## config.mk

```make
export PLATFORM = sky130hd
export DESIGN_NAME = flp_intc
export DESIGN_NICKNAME = d
export VERILOG_FILES = /design/src/design/flp_pkg.sv /design/src/design/flp_arbiter.sv /design/src/design/flp_intc.sv
export VERILOG_INCLUDE_DIRS = /design/src /design/src/design
export SDC_FILE = /design/constraint.sdc
export NUM_CORES = 1
export LEC_CHECK = 0
export BUFFER_PORTS_ARGS = -buffer_cell sky130_fd_sc_hd__buf_4
export CAP_MARGIN = 30
export CORE_UTILIZATION = 35
export CTS_BUF_LIST = sky130_fd_sc_hd__clkbuf_16
export DETAILED_ROUTE_END_ITERATION = 8
export PLACE_DENSITY_LB_ADDON = 0.2
export SKIP_CTS_REPAIR_TIMING = 1
export SLEW_MARGIN = 30
export SYNTH_ARGS = -nofsm -noshare
export SYNTH_HDL_FRONTEND = slang
export SYNTH_SLANG_ARGS = --single-unit
```

## constraint.sdc

```tcl
create_clock -name I_CLK -period 37.3 [get_ports I_CLK]
set_input_delay 7.46 -clock I_CLK [delete_from_list [all_inputs] [get_ports I_CLK]]
set_output_delay 7.46 -clock I_CLK [all_outputs]
set_load 0.05 [all_outputs]
```

## src/design/flp_defs.svh

```systemverilog
// Constants and functional notes for the five-level interrupt prioritizer
// Functional notes
// - Five levels 4..0, level 4 power-fail only
// - Other sources programmable to levels 3..0
// - Enabled pending power-fail always wins
// - Equal levels resolved by fixed natural order
// - Flags set regardless of any enable
// - Accepted source branches to its fixed vector
// - Edge-mode ext0/1 flag cleared on vectoring
// - Level-mode ext0/1 flag follows the pin
// - Timer 0/1 flags cleared on vectoring
// - Serial and timer 2 merge two flags
// - Priority bits share position in register pair
// - Global enable off blocks all but power-fail
// - Power-fail gated only by own enable
`ifndef FLP_DEFS_SVH
`define FLP_DEFS_SVH
`define FLP_NSRC 13
`define FLP_PF 4'd0
`define FLP_X0 4'd1
`define FLP_T0 4'd2
`define FLP_X1 4'd3
`define FLP_T1 4'd4
`define FLP_S0 4'd5
`define FLP_T2 4'd6
`define FLP_S1 4'd7
`define FLP_X2 4'd8
`define FLP_WD 4'd12
`define FLP_LVL_PF 3'd4
`define FLP_LVL_NONE 3'd0
`define FLP_VEC_TABLE {8'h63, 8'h5b, 8'h53, 8'h4b, 8'h43, 8'h3b, 8'h2b, 8'h23, 8'h1b, 8'h13, 8'h0b, 8'h03, 8'h33}
`define FLP_VEC_X0 8'h03
`define FLP_VEC_T0 8'h0b
`define FLP_VEC_X1 8'h13
`define FLP_VEC_T1 8'h1b
// AXI register byte addresses
`define FLP_A_CTRL 8'h00
`define FLP_A_IE 8'h04
`define FLP_A_EIE 8'h08
`define FLP_A_PLO 8'h0c
`define FLP_A_PHI 8'h10
`define FLP_A_EPLO 8'h14
`define FLP_A_EPHI 8'h18
`define FLP_A_FLAGS 8'h1c
`define FLP_A_FCLR 8'h20
`define FLP_A_STAT 8'h24
`define FLP_A_ACK 8'h28
`define FLP_A_RETI 8'h2c
`define FLP_A_EVST 8'h30
`define FLP_A_EVCLR 8'h34
`define FLP_A_EVEN 8'h38
`define FLP_RESP_OK 2'b00
`define FLP_RESP_ERR 2'b10
`endif

```

## src/design/flp_pkg.sv

```systemverilog
// Types for the five-level interrupt prioritizer
package flp_pkg;
	typedef logic [2:0] flp_level_t;
	typedef logic [7:0] flp_vector_t;
endpackage : flp_pkg

```

## src/design/flp_arbiter.sv

```systemverilog
// Priority and natural-order arbiter
`include "flp_defs.svh"
module flp_arbiter import flp_pkg::*; #(
	parameter int NSRC = `FLP_NSRC
) (
	// Requests
	input wire logic [NSRC-1:0] i_req,
	input wire logic [NSRC-1:0] i_hi_bits,
	input wire logic [NSRC-1:0] i_lo_bits,
	// Winner
	output logic o_valid,
	output logic [3:0] o_idx,
	output flp_level_t o_level
);
	always_comb begin
		o_valid = 1'b0;
		o_idx = 4'd0;
		o_level = `FLP_LVL_NONE;
		// Descending scan: lower index wins ties
		for (int i = NSRC - 1; i >= 0; i--) begin
			flp_level_t lv;
			lv = (i == 0) ? `FLP_LVL_PF : {1'b0, i_hi_bits[i], i_lo_bits[i]};
			if (i_req[i] && (!o_valid || lv >= o_level)) begin
				o_valid = 1'b1;
				o_idx = i[3:0];
				o_level = lv;
			end
		end
	end
endmodule : flp_arbiter

```

## src/design/flp_intc.sv

```systemverilog
// Five-level interrupt prioritizer with AXI4-Lite register access
`include "flp_defs.svh"
module flp_intc import flp_pkg::*; #(
	parameter int NSRC = `FLP_NSRC
) (
	// Clock and reset
	input wire logic I_CLK,
	input wire logic I_RST_N,
	// Source events
	input wire logic I_POWERFAIL_EVT,
	input wire logic I_EXT0_PIN_N,
	input wire logic I_EXT1_PIN_N,
	input wire logic I_TMR0_OVF,
	input wire logic I_TMR1_OVF,
	input wire logic I_TMR2_OVF,
	input wire logic I_TMR2_EXT,
	input wire logic I_SER0_RX,
	input wire logic I_SER0_TX,
	input wire logic I_SER1_RX,
	input wire logic I_SER1_TX,
	input wire logic [3:0] I_EXT25_EVT,
	input wire logic I_WDOG_EVT,
	// Core interface
	output logic O_IRQ_REQ,
	output logic [7:0] O_IRQ_VECTOR,
	output logic [2:0] O_IRQ_LEVEL,
	output logic O_EVT_IRQ,
	// AXI4-Lite write
	input wire logic [7:0] I_AWADDR,
	input wire logic I_AWVALID,
	output logic O_AWREADY,
	input wire logic [31:0] I_WDATA,
	input wire logic [3:0] I_WSTRB,
	input wire logic I_WVALID,
	output logic O_WREADY,
	output logic [1:0] O_BRESP,
	output logic O_BVALID,
	input wire logic I_BREADY,
	// AXI4-Lite read
	input wire logic [7:0] I_ARADDR,
	input wire logic I_ARVALID,
	output logic O_ARREADY,
	output logic [31:0] O_RDATA,
	output logic [1:0] O_RRESP,
	output logic O_RVALID,
	input wire logic I_RREADY
);
	////////////////////////////////////////////////////////////////////////////////
	// Registers
	logic global_irq_enable_ff, powerfail_irq_enable_ff, ext0_edge_ff, ext1_edge_ff;
	logic [7:0] ie_ff, ext_irq_enable_reg_ff;
	logic [7:0] priority_low_bits_ff, priority_high_bits_ff;
	logic [4:0] ext_priority_low_bits_ff, ext_priority_high_bits_ff;
	logic powerfail_flag_ff, ext0_flag_ff, ext1_flag_ff, tmr0_overflow_flag_ff, tmr1_overflow_flag_ff;
	logic tmr2_overflow_flag_ff, tmr2_external_flag_ff, ser0_receive_flag_ff, ser0_transmit_flag_ff;
	logic ser1_receive_flag_ff, ser1_transmit_flag_ff, wdog_irq_flag_ff;
	logic [3:0] ext25_flag_ff;
	logic ext0_pin_d_ff, ext1_pin_d_ff;
	logic [4:0] active_ff;
	logic [1:0] evt_status_ff, evt_enable_ff;
	logic [7:0] awaddr_ff, araddr_ff;
	logic aw_have_ff, w_have_ff;
	logic [31:0] wdata_ff;
	logic [3:0] wstrb_ff;
	logic bvalid_ff, rvalid_ff;
	logic [31:0] rdata_ff;
	logic [1:0] bresp_ff, rresp_ff;
	logic [7:0] irq_vector_ff;
	logic [2:0] irq_level_ff;
	logic irq_req_ff;

	////////////////////////////////////////////////////////////////////////////////
	// AXI write channel
	logic wr_go, wr_ok, ack_wr, reti_wr, rd_go;
	logic [31:0] wd;
	assign O_AWREADY = !aw_have_ff && !bvalid_ff;
	assign O_WREADY = !w_have_ff && !bvalid_ff;
	assign wr_go = aw_have_ff && w_have_ff && !bvalid_ff;
	assign wd = wdata_ff & {{8{wstrb_ff[3]}}, {8{wstrb_ff[2]}}, {8{wstrb_ff[1]}}, {8{wstrb_ff[0]}}};
	always_comb begin
		unique case (awaddr_ff)
			`FLP_A_CTRL, `FLP_A_IE, `FLP_A_EIE, `FLP_A_PLO, `FLP_A_PHI, `FLP_A_EPLO, `FLP_A_EPHI,
			`FLP_A_FLAGS, `FLP_A_FCLR, `FLP_A_STAT, `FLP_A_ACK, `FLP_A_RETI, `FLP_A_EVST,
			`FLP_A_EVCLR, `FLP_A_EVEN: wr_ok = 1'b1;
			default: wr_ok = 1'b0;
		endcase
	end
	always_ff @(posedge I_CLK) begin
		if (!I_RST_N) begin
			aw_have_ff <= 1'b0;
			w_have_ff <= 1'b0;
			awaddr_ff <= 8'h00;
			wdata_ff <= 32'h0;
			wstrb_ff <= 4'h0;
			bvalid_ff <= 1'b0;
			bresp_ff <= `FLP_RESP_OK;
		end else begin
			if (I_AWVALID && O_AWREADY) begin
				aw_have_ff <= 1'b1;
				awaddr_ff <= {I_AWADDR[7:2], 2'b00};
			end
			if (I_WVALID && O_WREADY) begin
				w_have_ff <= 1'b1;
				wdata_ff <= I_WDATA;
				wstrb_ff <= I_WSTRB;
			end
			if (wr_go) begin
				aw_have_ff <= 1'b0;
				w_have_ff <= 1'b0;
				bvalid_ff <= 1'b1;
				bresp_ff <= wr_ok ? `FLP_RESP_OK : `FLP_RESP_ERR;
			end else if (bvalid_ff && I_BREADY) begin
				bvalid_ff <= 1'b0;
			end
		end
	end
	assign O_BVALID = bvalid_ff;
	assign O_BRESP = bresp_ff;
	assign ack_wr = wr_go && awaddr_ff == `FLP_A_ACK;
	assign reti_wr = wr_go && awaddr_ff == `FLP_A_RETI;
	function automatic logic wsel(input logic [7:0] a);
		wsel = wr_go && awaddr_ff == a;
	endfunction : wsel

	////////////////////////////////////////////////////////////////////////////////
	// Control registers
	always_ff @(posedge I_CLK) begin
		if (!I_RST_N) begin
			global_irq_enable_ff <= 1'b0;
			powerfail_irq_enable_ff <= 1'b0;
			ext0_edge_ff <= 1'b0;
			ext1_edge_ff <= 1'b0;
			ie_ff <= 8'h00;
			ext_irq_enable_reg_ff <= 8'h00;
			priority_low_bits_ff <= 8'h00;
			priority_high_bits_ff <= 8'h00;
			ext_priority_low_bits_ff <= 5'h00;
			ext_priority_high_bits_ff <= 5'h00;
			evt_enable_ff <= 2'b00;
		end else begin
			if (wsel(`FLP_A_CTRL)) begin
				global_irq_enable_ff <= wd[0];
				powerfail_irq_enable_ff <= wd[1];
				ext0_edge_ff <= wd[2];
				ext1_edge_ff <= wd[3];
			end
			if (wsel(`FLP_A_IE)) ie_ff <= wd[7:0];
			if (wsel(`FLP_A_EIE)) ext_irq_enable_reg_ff <= {3'b000, wd[4:0]};
			if (wsel(`FLP_A_PLO)) priority_low_bits_ff <= {1'b0, wd[6:0]};
			if (wsel(`FLP_A_PHI)) priority_high_bits_ff <= {1'b0, wd[6:0]};
			if (wsel(`FLP_A_EPLO)) ext_priority_low_bits_ff <= wd[4:0];
			if (wsel(`FLP_A_EPHI)) ext_priority_high_bits_ff <= wd[4:0];
			if (wsel(`FLP_A_EVEN)) evt_enable_ff <= wd[1:0];
		end
	end

	////////////////////////////////////////////////////////////////////////////////
	// Request flags
	logic [NSRC-1:0] req, en, hi_bits, lo_bits;
	logic win_valid;
	logic [3:0] win_idx;
	flp_level_t win_level;
	logic [31:0] fclr;
	logic take;
	logic ext0_fall, ext1_fall;
	assign fclr = (wr_go && awaddr_ff == `FLP_A_FCLR) ? wd : 32'h0;
	assign take = ack_wr && irq_req_ff;
	assign ext0_fall = ext0_pin_d_ff && !I_EXT0_PIN_N;
	assign ext1_fall = ext1_pin_d_ff && !I_EXT1_PIN_N;
	always_ff @(posedge I_CLK) begin
		if (!I_RST_N) begin
			ext0_pin_d_ff <= 1'b1;
			ext1_pin_d_ff <= 1'b1;
		end else begin
			ext0_pin_d_ff <= I_EXT0_PIN_N;
			ext1_pin_d_ff <= I_EXT1_PIN_N;
		end
	end
	// Set wins over clear everywhere
	always_ff @(posedge I_CLK) begin
		if (!I_RST_N) begin
			powerfail_flag_ff <= 1'b0;
			ext0_flag_ff <= 1'b0;
			ext1_flag_ff <= 1'b0;
			tmr0_overflow_flag_ff <= 1'b0;
			tmr1_overflow_flag_ff <= 1'b0;
			tmr2_overflow_flag_ff <= 1'b0;
			tmr2_external_flag_ff <= 1'b0;
			ser0_receive_flag_ff <= 1'b0;
			ser0_transmit_flag_ff <= 1'b0;
			ser1_receive_flag_ff <= 1'b0;
			ser1_transmit_flag_ff <= 1'b0;
			ext25_flag_ff <= 4'h0;
			wdog_irq_flag_ff <= 1'b0;
		end else begin
			powerfail_flag_ff <= I_POWERFAIL_EVT | (powerfail_flag_ff & ~fclr[0]);
			if (ext0_edge_ff) begin
				ext0_flag_ff <= ext0_fall | (ext0_flag_ff & ~fclr[1] & ~(take && irq_vector_ff == `FLP_VEC_X0));
			end else begin
				ext0_flag_ff <= !I_EXT0_PIN_N;
			end
			if (ext1_edge_ff) begin
				ext1_flag_ff <= ext1_fall | (ext1_flag_ff & ~fclr[3] & ~(take && irq_vector_ff == `FLP_VEC_X1));
			end else begin
				ext1_flag_ff <= !I_EXT1_PIN_N;
			end
			tmr0_overflow_flag_ff <= I_TMR0_OVF | (tmr0_overflow_flag_ff & ~fclr[2] &
				~(take && irq_vector_ff == `FLP_VEC_T0));
			tmr1_overflow_flag_ff <= I_TMR1_OVF | (tmr1_overflow_flag_ff & ~fclr[4] &
				~(take && irq_vector_ff == `FLP_VEC_T1));
			ser0_receive_flag_ff <= I_SER0_RX | (ser0_receive_flag_ff & ~fclr[5]);
			ser0_transmit_flag_ff <= I_SER0_TX | (ser0_transmit_flag_ff & ~fclr[13]);
			tmr2_overflow_flag_ff <= I_TMR2_OVF | (tmr2_overflow_flag_ff & ~fclr[6]);
			tmr2_external_flag_ff <= I_TMR2_EXT | (tmr2_external_flag_ff & ~fclr[14]);
			ser1_receive_flag_ff <= I_SER1_RX | (ser1_receive_flag_ff & ~fclr[7]);
			ser1_transmit_flag_ff <= I_SER1_TX | (ser1_transmit_flag_ff & ~fclr[15]);
			ext25_flag_ff <= I_EXT25_EVT | (ext25_flag_ff & ~fclr[11:8]);
			wdog_irq_flag_ff <= I_WDOG_EVT | (wdog_irq_flag_ff & ~fclr[12]);
		end
	end

	////////////////////////////////////////////////////////////////////////////////
	// Gating and arbitration
	logic [NSRC-1:0] flags;
	assign flags = {wdog_irq_flag_ff, ext25_flag_ff, ser1_receive_flag_ff | ser1_transmit_flag_ff,
		tmr2_overflow_flag_ff | tmr2_external_flag_ff, ser0_receive_flag_ff | ser0_transmit_flag_ff,
		tmr1_overflow_flag_ff, ext1_flag_ff, tmr0_overflow_flag_ff, ext0_flag_ff, powerfail_flag_ff};
	assign en = {{ext_irq_enable_reg_ff[4:0], ie_ff[6:0]} & {12{global_irq_enable_ff}}, powerfail_irq_enable_ff};
	assign hi_bits = {ext_priority_high_bits_ff, priority_high_bits_ff[6:0], 1'b0};
	assign lo_bits = {ext_priority_low_bits_ff, priority_low_bits_ff[6:0], 1'b0};

	genvar g;
	generate
		for (g = 0; g < NSRC; g++) begin : g_req
			assign req[g] = flags[g] & en[g];
		end
	endgenerate

	flp_arbiter #(.NSRC(NSRC)) u_arb (
		.i_req(req),
		.i_hi_bits(hi_bits),
		.i_lo_bits(lo_bits),
		.o_valid(win_valid),
		.o_idx(win_idx),
		.o_level(win_level)
	);

	////////////////////////////////////////////////////////////////////////////////
	// Preemption and vector
	localparam logic [8*NSRC-1:0] VEC = `FLP_VEC_TABLE;
	logic [2:0] cur_level;
	logic cur_any;
	always_comb begin
		cur_any = 1'b0;
		cur_level = `FLP_LVL_NONE;
		for (int l = 0; l < 5; l++) begin
			if (active_ff[l]) begin
				cur_any = 1'b1;
				cur_level = l[2:0];
			end
		end
	end
	always_ff @(posedge I_CLK) begin
		if (!I_RST_N) begin
			irq_req_ff <= 1'b0;
			irq_vector_ff <= 8'h00;
			irq_level_ff <= `FLP_LVL_NONE;
		end else if (!take) begin
			irq_req_ff <= win_valid && (!cur_any || win_level > cur_level);
			irq_vector_ff <= VEC[8*win_idx +: 8];
			irq_level_ff <= win_level;
		end else begin
			irq_req_ff <= 1'b0;
		end
	end
	always_ff @(posedge I_CLK) begin
		if (!I_RST_N) begin
			active_ff <= 5'h00;
		end else if (take) begin
			active_ff <= active_ff | (5'h01 << irq_level_ff);
		end else if (reti_wr && cur_any) begin
			active_ff <= active_ff & ~(5'h01 << cur_level);
		end
	end
	assign O_IRQ_REQ = irq_req_ff;
	assign O_IRQ_VECTOR = irq_vector_ff;
	assign O_IRQ_LEVEL = irq_level_ff;

	////////////////////////////////////////////////////////////////////////////////
	// Event status: bit0 acceptance, bit1 rejected acknowledge
	always_ff @(posedge I_CLK) begin
		if (!I_RST_N) begin
			evt_status_ff <= 2'b00;
		end else begin
			evt_status_ff <= {ack_wr && !irq_req_ff, take} | (evt_status_ff & ~(wsel(`FLP_A_EVCLR) ? wd[1:0] : 2'b00));
		end
	end
	assign O_EVT_IRQ = |(evt_status_ff & evt_enable_ff);

	////////////////////////////////////////////////////////////////////////////////
	// AXI read channel
	logic [31:0] rd_mux;
	logic rd_ok;
	assign O_ARREADY = !rvalid_ff;
	assign rd_go = I_ARVALID && !rvalid_ff;
	always_comb begin
		rd_ok = 1'b1;
		unique case ({I_ARADDR[7:2], 2'b00})
			`FLP_A_CTRL: rd_mux = {28'h0, ext1_edge_ff, ext0_edge_ff, powerfail_irq_enable_ff, global_irq_enable_ff};
			`FLP_A_IE: rd_mux = {24'h0, ie_ff};
			`FLP_A_EIE: rd_mux = {24'h0, ext_irq_enable_reg_ff};
			`FLP_A_PLO: rd_mux = {24'h0, priority_low_bits_ff};
			`FLP_A_PHI: rd_mux = {24'h0, priority_high_bits_ff};
			`FLP_A_EPLO: rd_mux = {27'h0, ext_priority_low_bits_ff};
			`FLP_A_EPHI: rd_mux = {27'h0, ext_priority_high_bits_ff};
			`FLP_A_FLAGS: rd_mux = {16'h0, ser1_transmit_flag_ff, tmr2_external_flag_ff, ser0_transmit_flag_ff,
				wdog_irq_flag_ff, ext25_flag_ff, ser1_receive_flag_ff, tmr2_overflow_flag_ff, ser0_receive_flag_ff,
				tmr1_overflow_flag_ff, ext1_flag_ff, tmr0_overflow_flag_ff, ext0_flag_ff, powerfail_flag_ff};
			`FLP_A_STAT: rd_mux = {11'h0, active_ff, irq_level_ff, irq_vector_ff, 4'h0, irq_req_ff};
			`FLP_A_EVST: rd_mux = {30'h0, evt_status_ff};
			`FLP_A_EVEN: rd_mux = {30'h0, evt_enable_ff};
			`FLP_A_FCLR, `FLP_A_ACK, `FLP_A_RETI, `FLP_A_EVCLR: rd_mux = 32'h0;
			default: begin
				rd_mux = 32'h0;
				rd_ok = 1'b0;
			end
		endcase
	end
	always_ff @(posedge I_CLK) begin
		if (!I_RST_N) begin
			rvalid_ff <= 1'b0;
			rdata_ff <= 32'h0;
			rresp_ff <= `FLP_RESP_OK;
			araddr_ff <= 8'h00;
		end else if (rd_go) begin
			rvalid_ff <= 1'b1;
			rdata_ff <= rd_mux;
			rresp_ff <= rd_ok ? `FLP_RESP_OK : `FLP_RESP_ERR;
			araddr_ff <= I_ARADDR;
		end else if (rvalid_ff && I_RREADY) begin
			rvalid_ff <= 1'b0;
		end
	end
	assign O_RVALID = rvalid_ff;
	assign O_RDATA = rdata_ff;
	assign O_RRESP = rresp_ff;
endmodule : flp_intc

```

==> key figures <==
Yosys
  • Main flop type after synthesis: dfxtp_1
  • Cell taking the most area after synthesis: dfxtp_1
  • Synth top area cells: dfxtp_1, nor2_1, a21oi_1
  • Avg Inst Size Synth: 7.84 sq um
  • Synth Instances: 903
  • Netlist cell types: 87
  • Mapped cell area: 0.00708 sq mm
  • Post-synth EDFFs: 0
  • FF+latch count, synth: 129
  • Yosys warns: 0
  • Ys async rst share: 0%
  • Post-synthesis sequential area ratio: 36.5%
  • Post-synth top area share: 36.5%

Worst setup path
  • Crit path max fanout: 9
  • Max incr delay on CP: 0.75 ns
  • Worst EP required: 37.65 ns
  • Flop-to-flop setup slack: 19.46 ns
  • Arrival @ worst endpoint: 18.19 ns
  • R2R cell count: 71
  • Setup CP Type: reg -> reg
  • Most frequent CP cell: ha_1
  • R2R Path Start: wdog_irq_flag_ff$_SDFF_PN0_
  • Crit path max-delay cell type: nor4_1
  • CP startpoint: wdog_irq_flag_ff$_SDFF_PN0_
  • Setup crit end kind: register
  • R2r endpoint: O_IRQ_VECTOR[4]$_SDFFE_PN0N_
  • Critical path destination: O_IRQ_VECTOR[4]$_SDFFE_PN0N_
  • Worst setup SP type: register

Route
  • Iteration-0 DRC Markers: 624
  • Post-route DRC violation count: 0
  • Vias post-DR: 6831
  • Vias per inst: 5.46
  • Antenna-violating nets left: 0
  • DR pass1 iterations: 6
  • Total wire length: 22.3 mm
  • WL per Instance: 17.8 um

Finish
  • Post-route cell area: 0.00847 sq mm
  • Nets: 1075
  • Syn-to-layout area delta: 19.7%
  • Antenna cell count: 0
  • Layout cell share with drive strength beyond 1: 15.5%

GRT
  • Initial antenna violation count: 0
  • Number of global-route vias before repair: 6075
  • Grt met3 use: 4.30%
  • Largest net degree at the start of global routing: 72
  • GRT Total Usage: 22.3%
  • M1 GR Usage: 31.9%
  • First-pass GRT wire length: 34.5 mm
  • Met2 GRT Util: 33.8%
  • GR peak layer: met2
  • Total gr overflow: 0

Timing
  • Tightest Pin Transition: 0.898 ns
  • Final period utilization: 47.8%
  • Final Hold Fails: 0
  • Setup TNS: 0 ns
  • Slew Viols, Final: 0
  • Worst relative slew slack: 39.6%
  • F_max: 0.0560 GHz
  • Clock Skew: 0.00831 ns
  • Worst setup margin: 19.46 ns
  • Final setup viols: 0
  • Final min period: 17.84 ns
  • Final hold slack: 0.428 ns
  • Unrepaired setup endpoints after global routing: false

Floorplan
  • Die Width: 144 um
  • Ports: 129
  • Core region area: 0.0197 sq mm
  • Initial Utilization: 36.0%
  • Die H: 144 um
  • DIE AREA: 0.0208 sq mm
  • Row cnt: 51

Job
  • Max cap viols: 0

Placement
  • Buffers on Ports: 91
  • Place WS: 19.75 ns
  • GPL Wtd Cong: 0.862
  • Placed inst area: 0.00790 sq mm
  • Dpl hpwl: 16.9 mm

Clocking
  • H-tree lvl count: 4
  • CTS buffer count: 17
  • Sink Count: 129
  • CTS tree: yes
  • Root Driver: clkbuf_16
  • Clock tree buffer depth: 2
  • Worst-Skew Late Latency: 0.42 ns
  • CTS clk-pin slew, worst paths: 0.06 ns

Worst hold path
  • Hold Path Stages: 1
  • Min-delay worst type: reg -> reg

Power
  • Pwr dens: 39.8 mW/mm^2
  • Leak: 0.00324 uW
  • Worst vdd ir: 36.8 uV

Status
  • Status: finished, final reports clean
[layer usage]
metal / vias to the layer above / wire [um]
li1: 3367 / -
met5: - / 0
met2: 259 / 9900
met4: 0 / 333
met3: 27 / 1560
met1: 3178 / 10500
[critical path: cells and delay by family (launching register included)]
kind	cells	cell delay [ns]
AOI/OAI and AO/OA	31	7.87
muxes	2	0.78
DFF	1	0.56
adders and majority gates	11	2.85
and+or+nand+nor	27	5.66
[metrics by stage]
step	power [uW]	util (%)	cells
6_report	337	43.1	1251
4_1_cts	340	43.1	1251
2_1_floorplan	167	-	917
3_5_place_dp	177	40.2	1220
5_1_grt	349	43.1	1251
3_3_place_gp	176	40.2	1220
[layout by cell type, fill, tap and decap left out, types with 4 or more instances in the layout]
cell / n
nand4_1: 6
a22o_1: 5
nor3b_1: 6
ha_1: 26
nand3_1: 16
a21oi_1: 100
a32oi_1: 4
or3_1: 4
and2_1: 12
inv_1: 31
conb_1: 15
a221oi_1: 5
clkbuf_16: 17
a31oi_1: 9
o21ai_0: 39
mux2i_1: 24
a222oi_1: 10
a211oi_1: 8
a22oi_1: 22
nor2_1: 153
or2_2: 5
clkinv_2: 4
and3_1: 8
o22ai_1: 6
nor2b_1: 9
dfxtp_1: 129
nand2_1: 100
nor3_1: 9
nor4_1: 4
buf_4: 93
nand2b_1: 18
[cell families after synthesis]
family                     after synthesis  synth area share [%]
other                                    1                0.0530
AOI/OAI and AO/OA                      262                  24.9
DFF                                    129                  36.5
buffers and inverters                   87                  5.50
muxes                                   27                  3.92
adders and majority gates               26                  4.60
and+or+nand+nor                        371                  24.5
[worst min-delay path by stage]
stage / slack [ns] / from / end
finish: 0.43 / register / O_BRESP[1]$_SDFFE_PN0P_
global placement: 0.41 / register / O_BRESP[1]$_SDFFE_PN0P_
floorplan: 0.40 / register / O_BRESP[1]$_SDFFE_PN0P_
global route: 0.46 / register / O_BRESP[1]$_SDFFE_PN0P_
CTS: 0.43 / register / O_BRESP[1]$_SDFFE_PN0P_
detailed placement: 0.42 / register / O_BRESP[1]$_SDFFE_PN0P_
[cell usage after synthesis (9+ instances only)]
library cell / instances
a22oi_1: 22
and2_1: 12
nor2b_1: 9
o21ai_0: 39
inv_1: 30
nor2_1: 153
nand3_1: 16
buf_4: 16
dfxtp_1: 129
nand2b_1: 18
nor3_1: 9
clkbuf_1: 37
a21oi_1: 100
a31oi_1: 9
nand2_1: 100
a222oi_1: 10
ha_1: 26
mux2i_1: 24
[sequential cells by signal, summed over array words and instances (netlist names), 3 cells and up, named ones only]
signal                     count
priority_low_bits_ff           7
ext_priority_high_bits_ff      5
O_IRQ_VECTOR                   5
ext_irq_enable_reg_ff          5
priority_high_bits_ff          7
wdata_ff                      16
O_RDATA                       21
ext25_flag_ff                  4
awaddr_ff                      6
ie_ff                          8
O_IRQ_LEVEL                    3
active_ff                      5
ext_priority_low_bits_ff       5
[area by class of cell]
cell class,instances,area [sq um]
flip-flops and latches,129,2580
multi-input cells,701,4170
fillers,2088,11200
repair buffers,93,698
well taps,265,332
inverters,32,121
clock buffers,17,425
clock inverters,14,141
[power breakdown]
part           internal [uW]  switching [uW]
sequential               142            5.05
clock                   97.7            66.0
combinational           8.78            17.9
No activity file was read; power rests on OpenSTA's default activity.
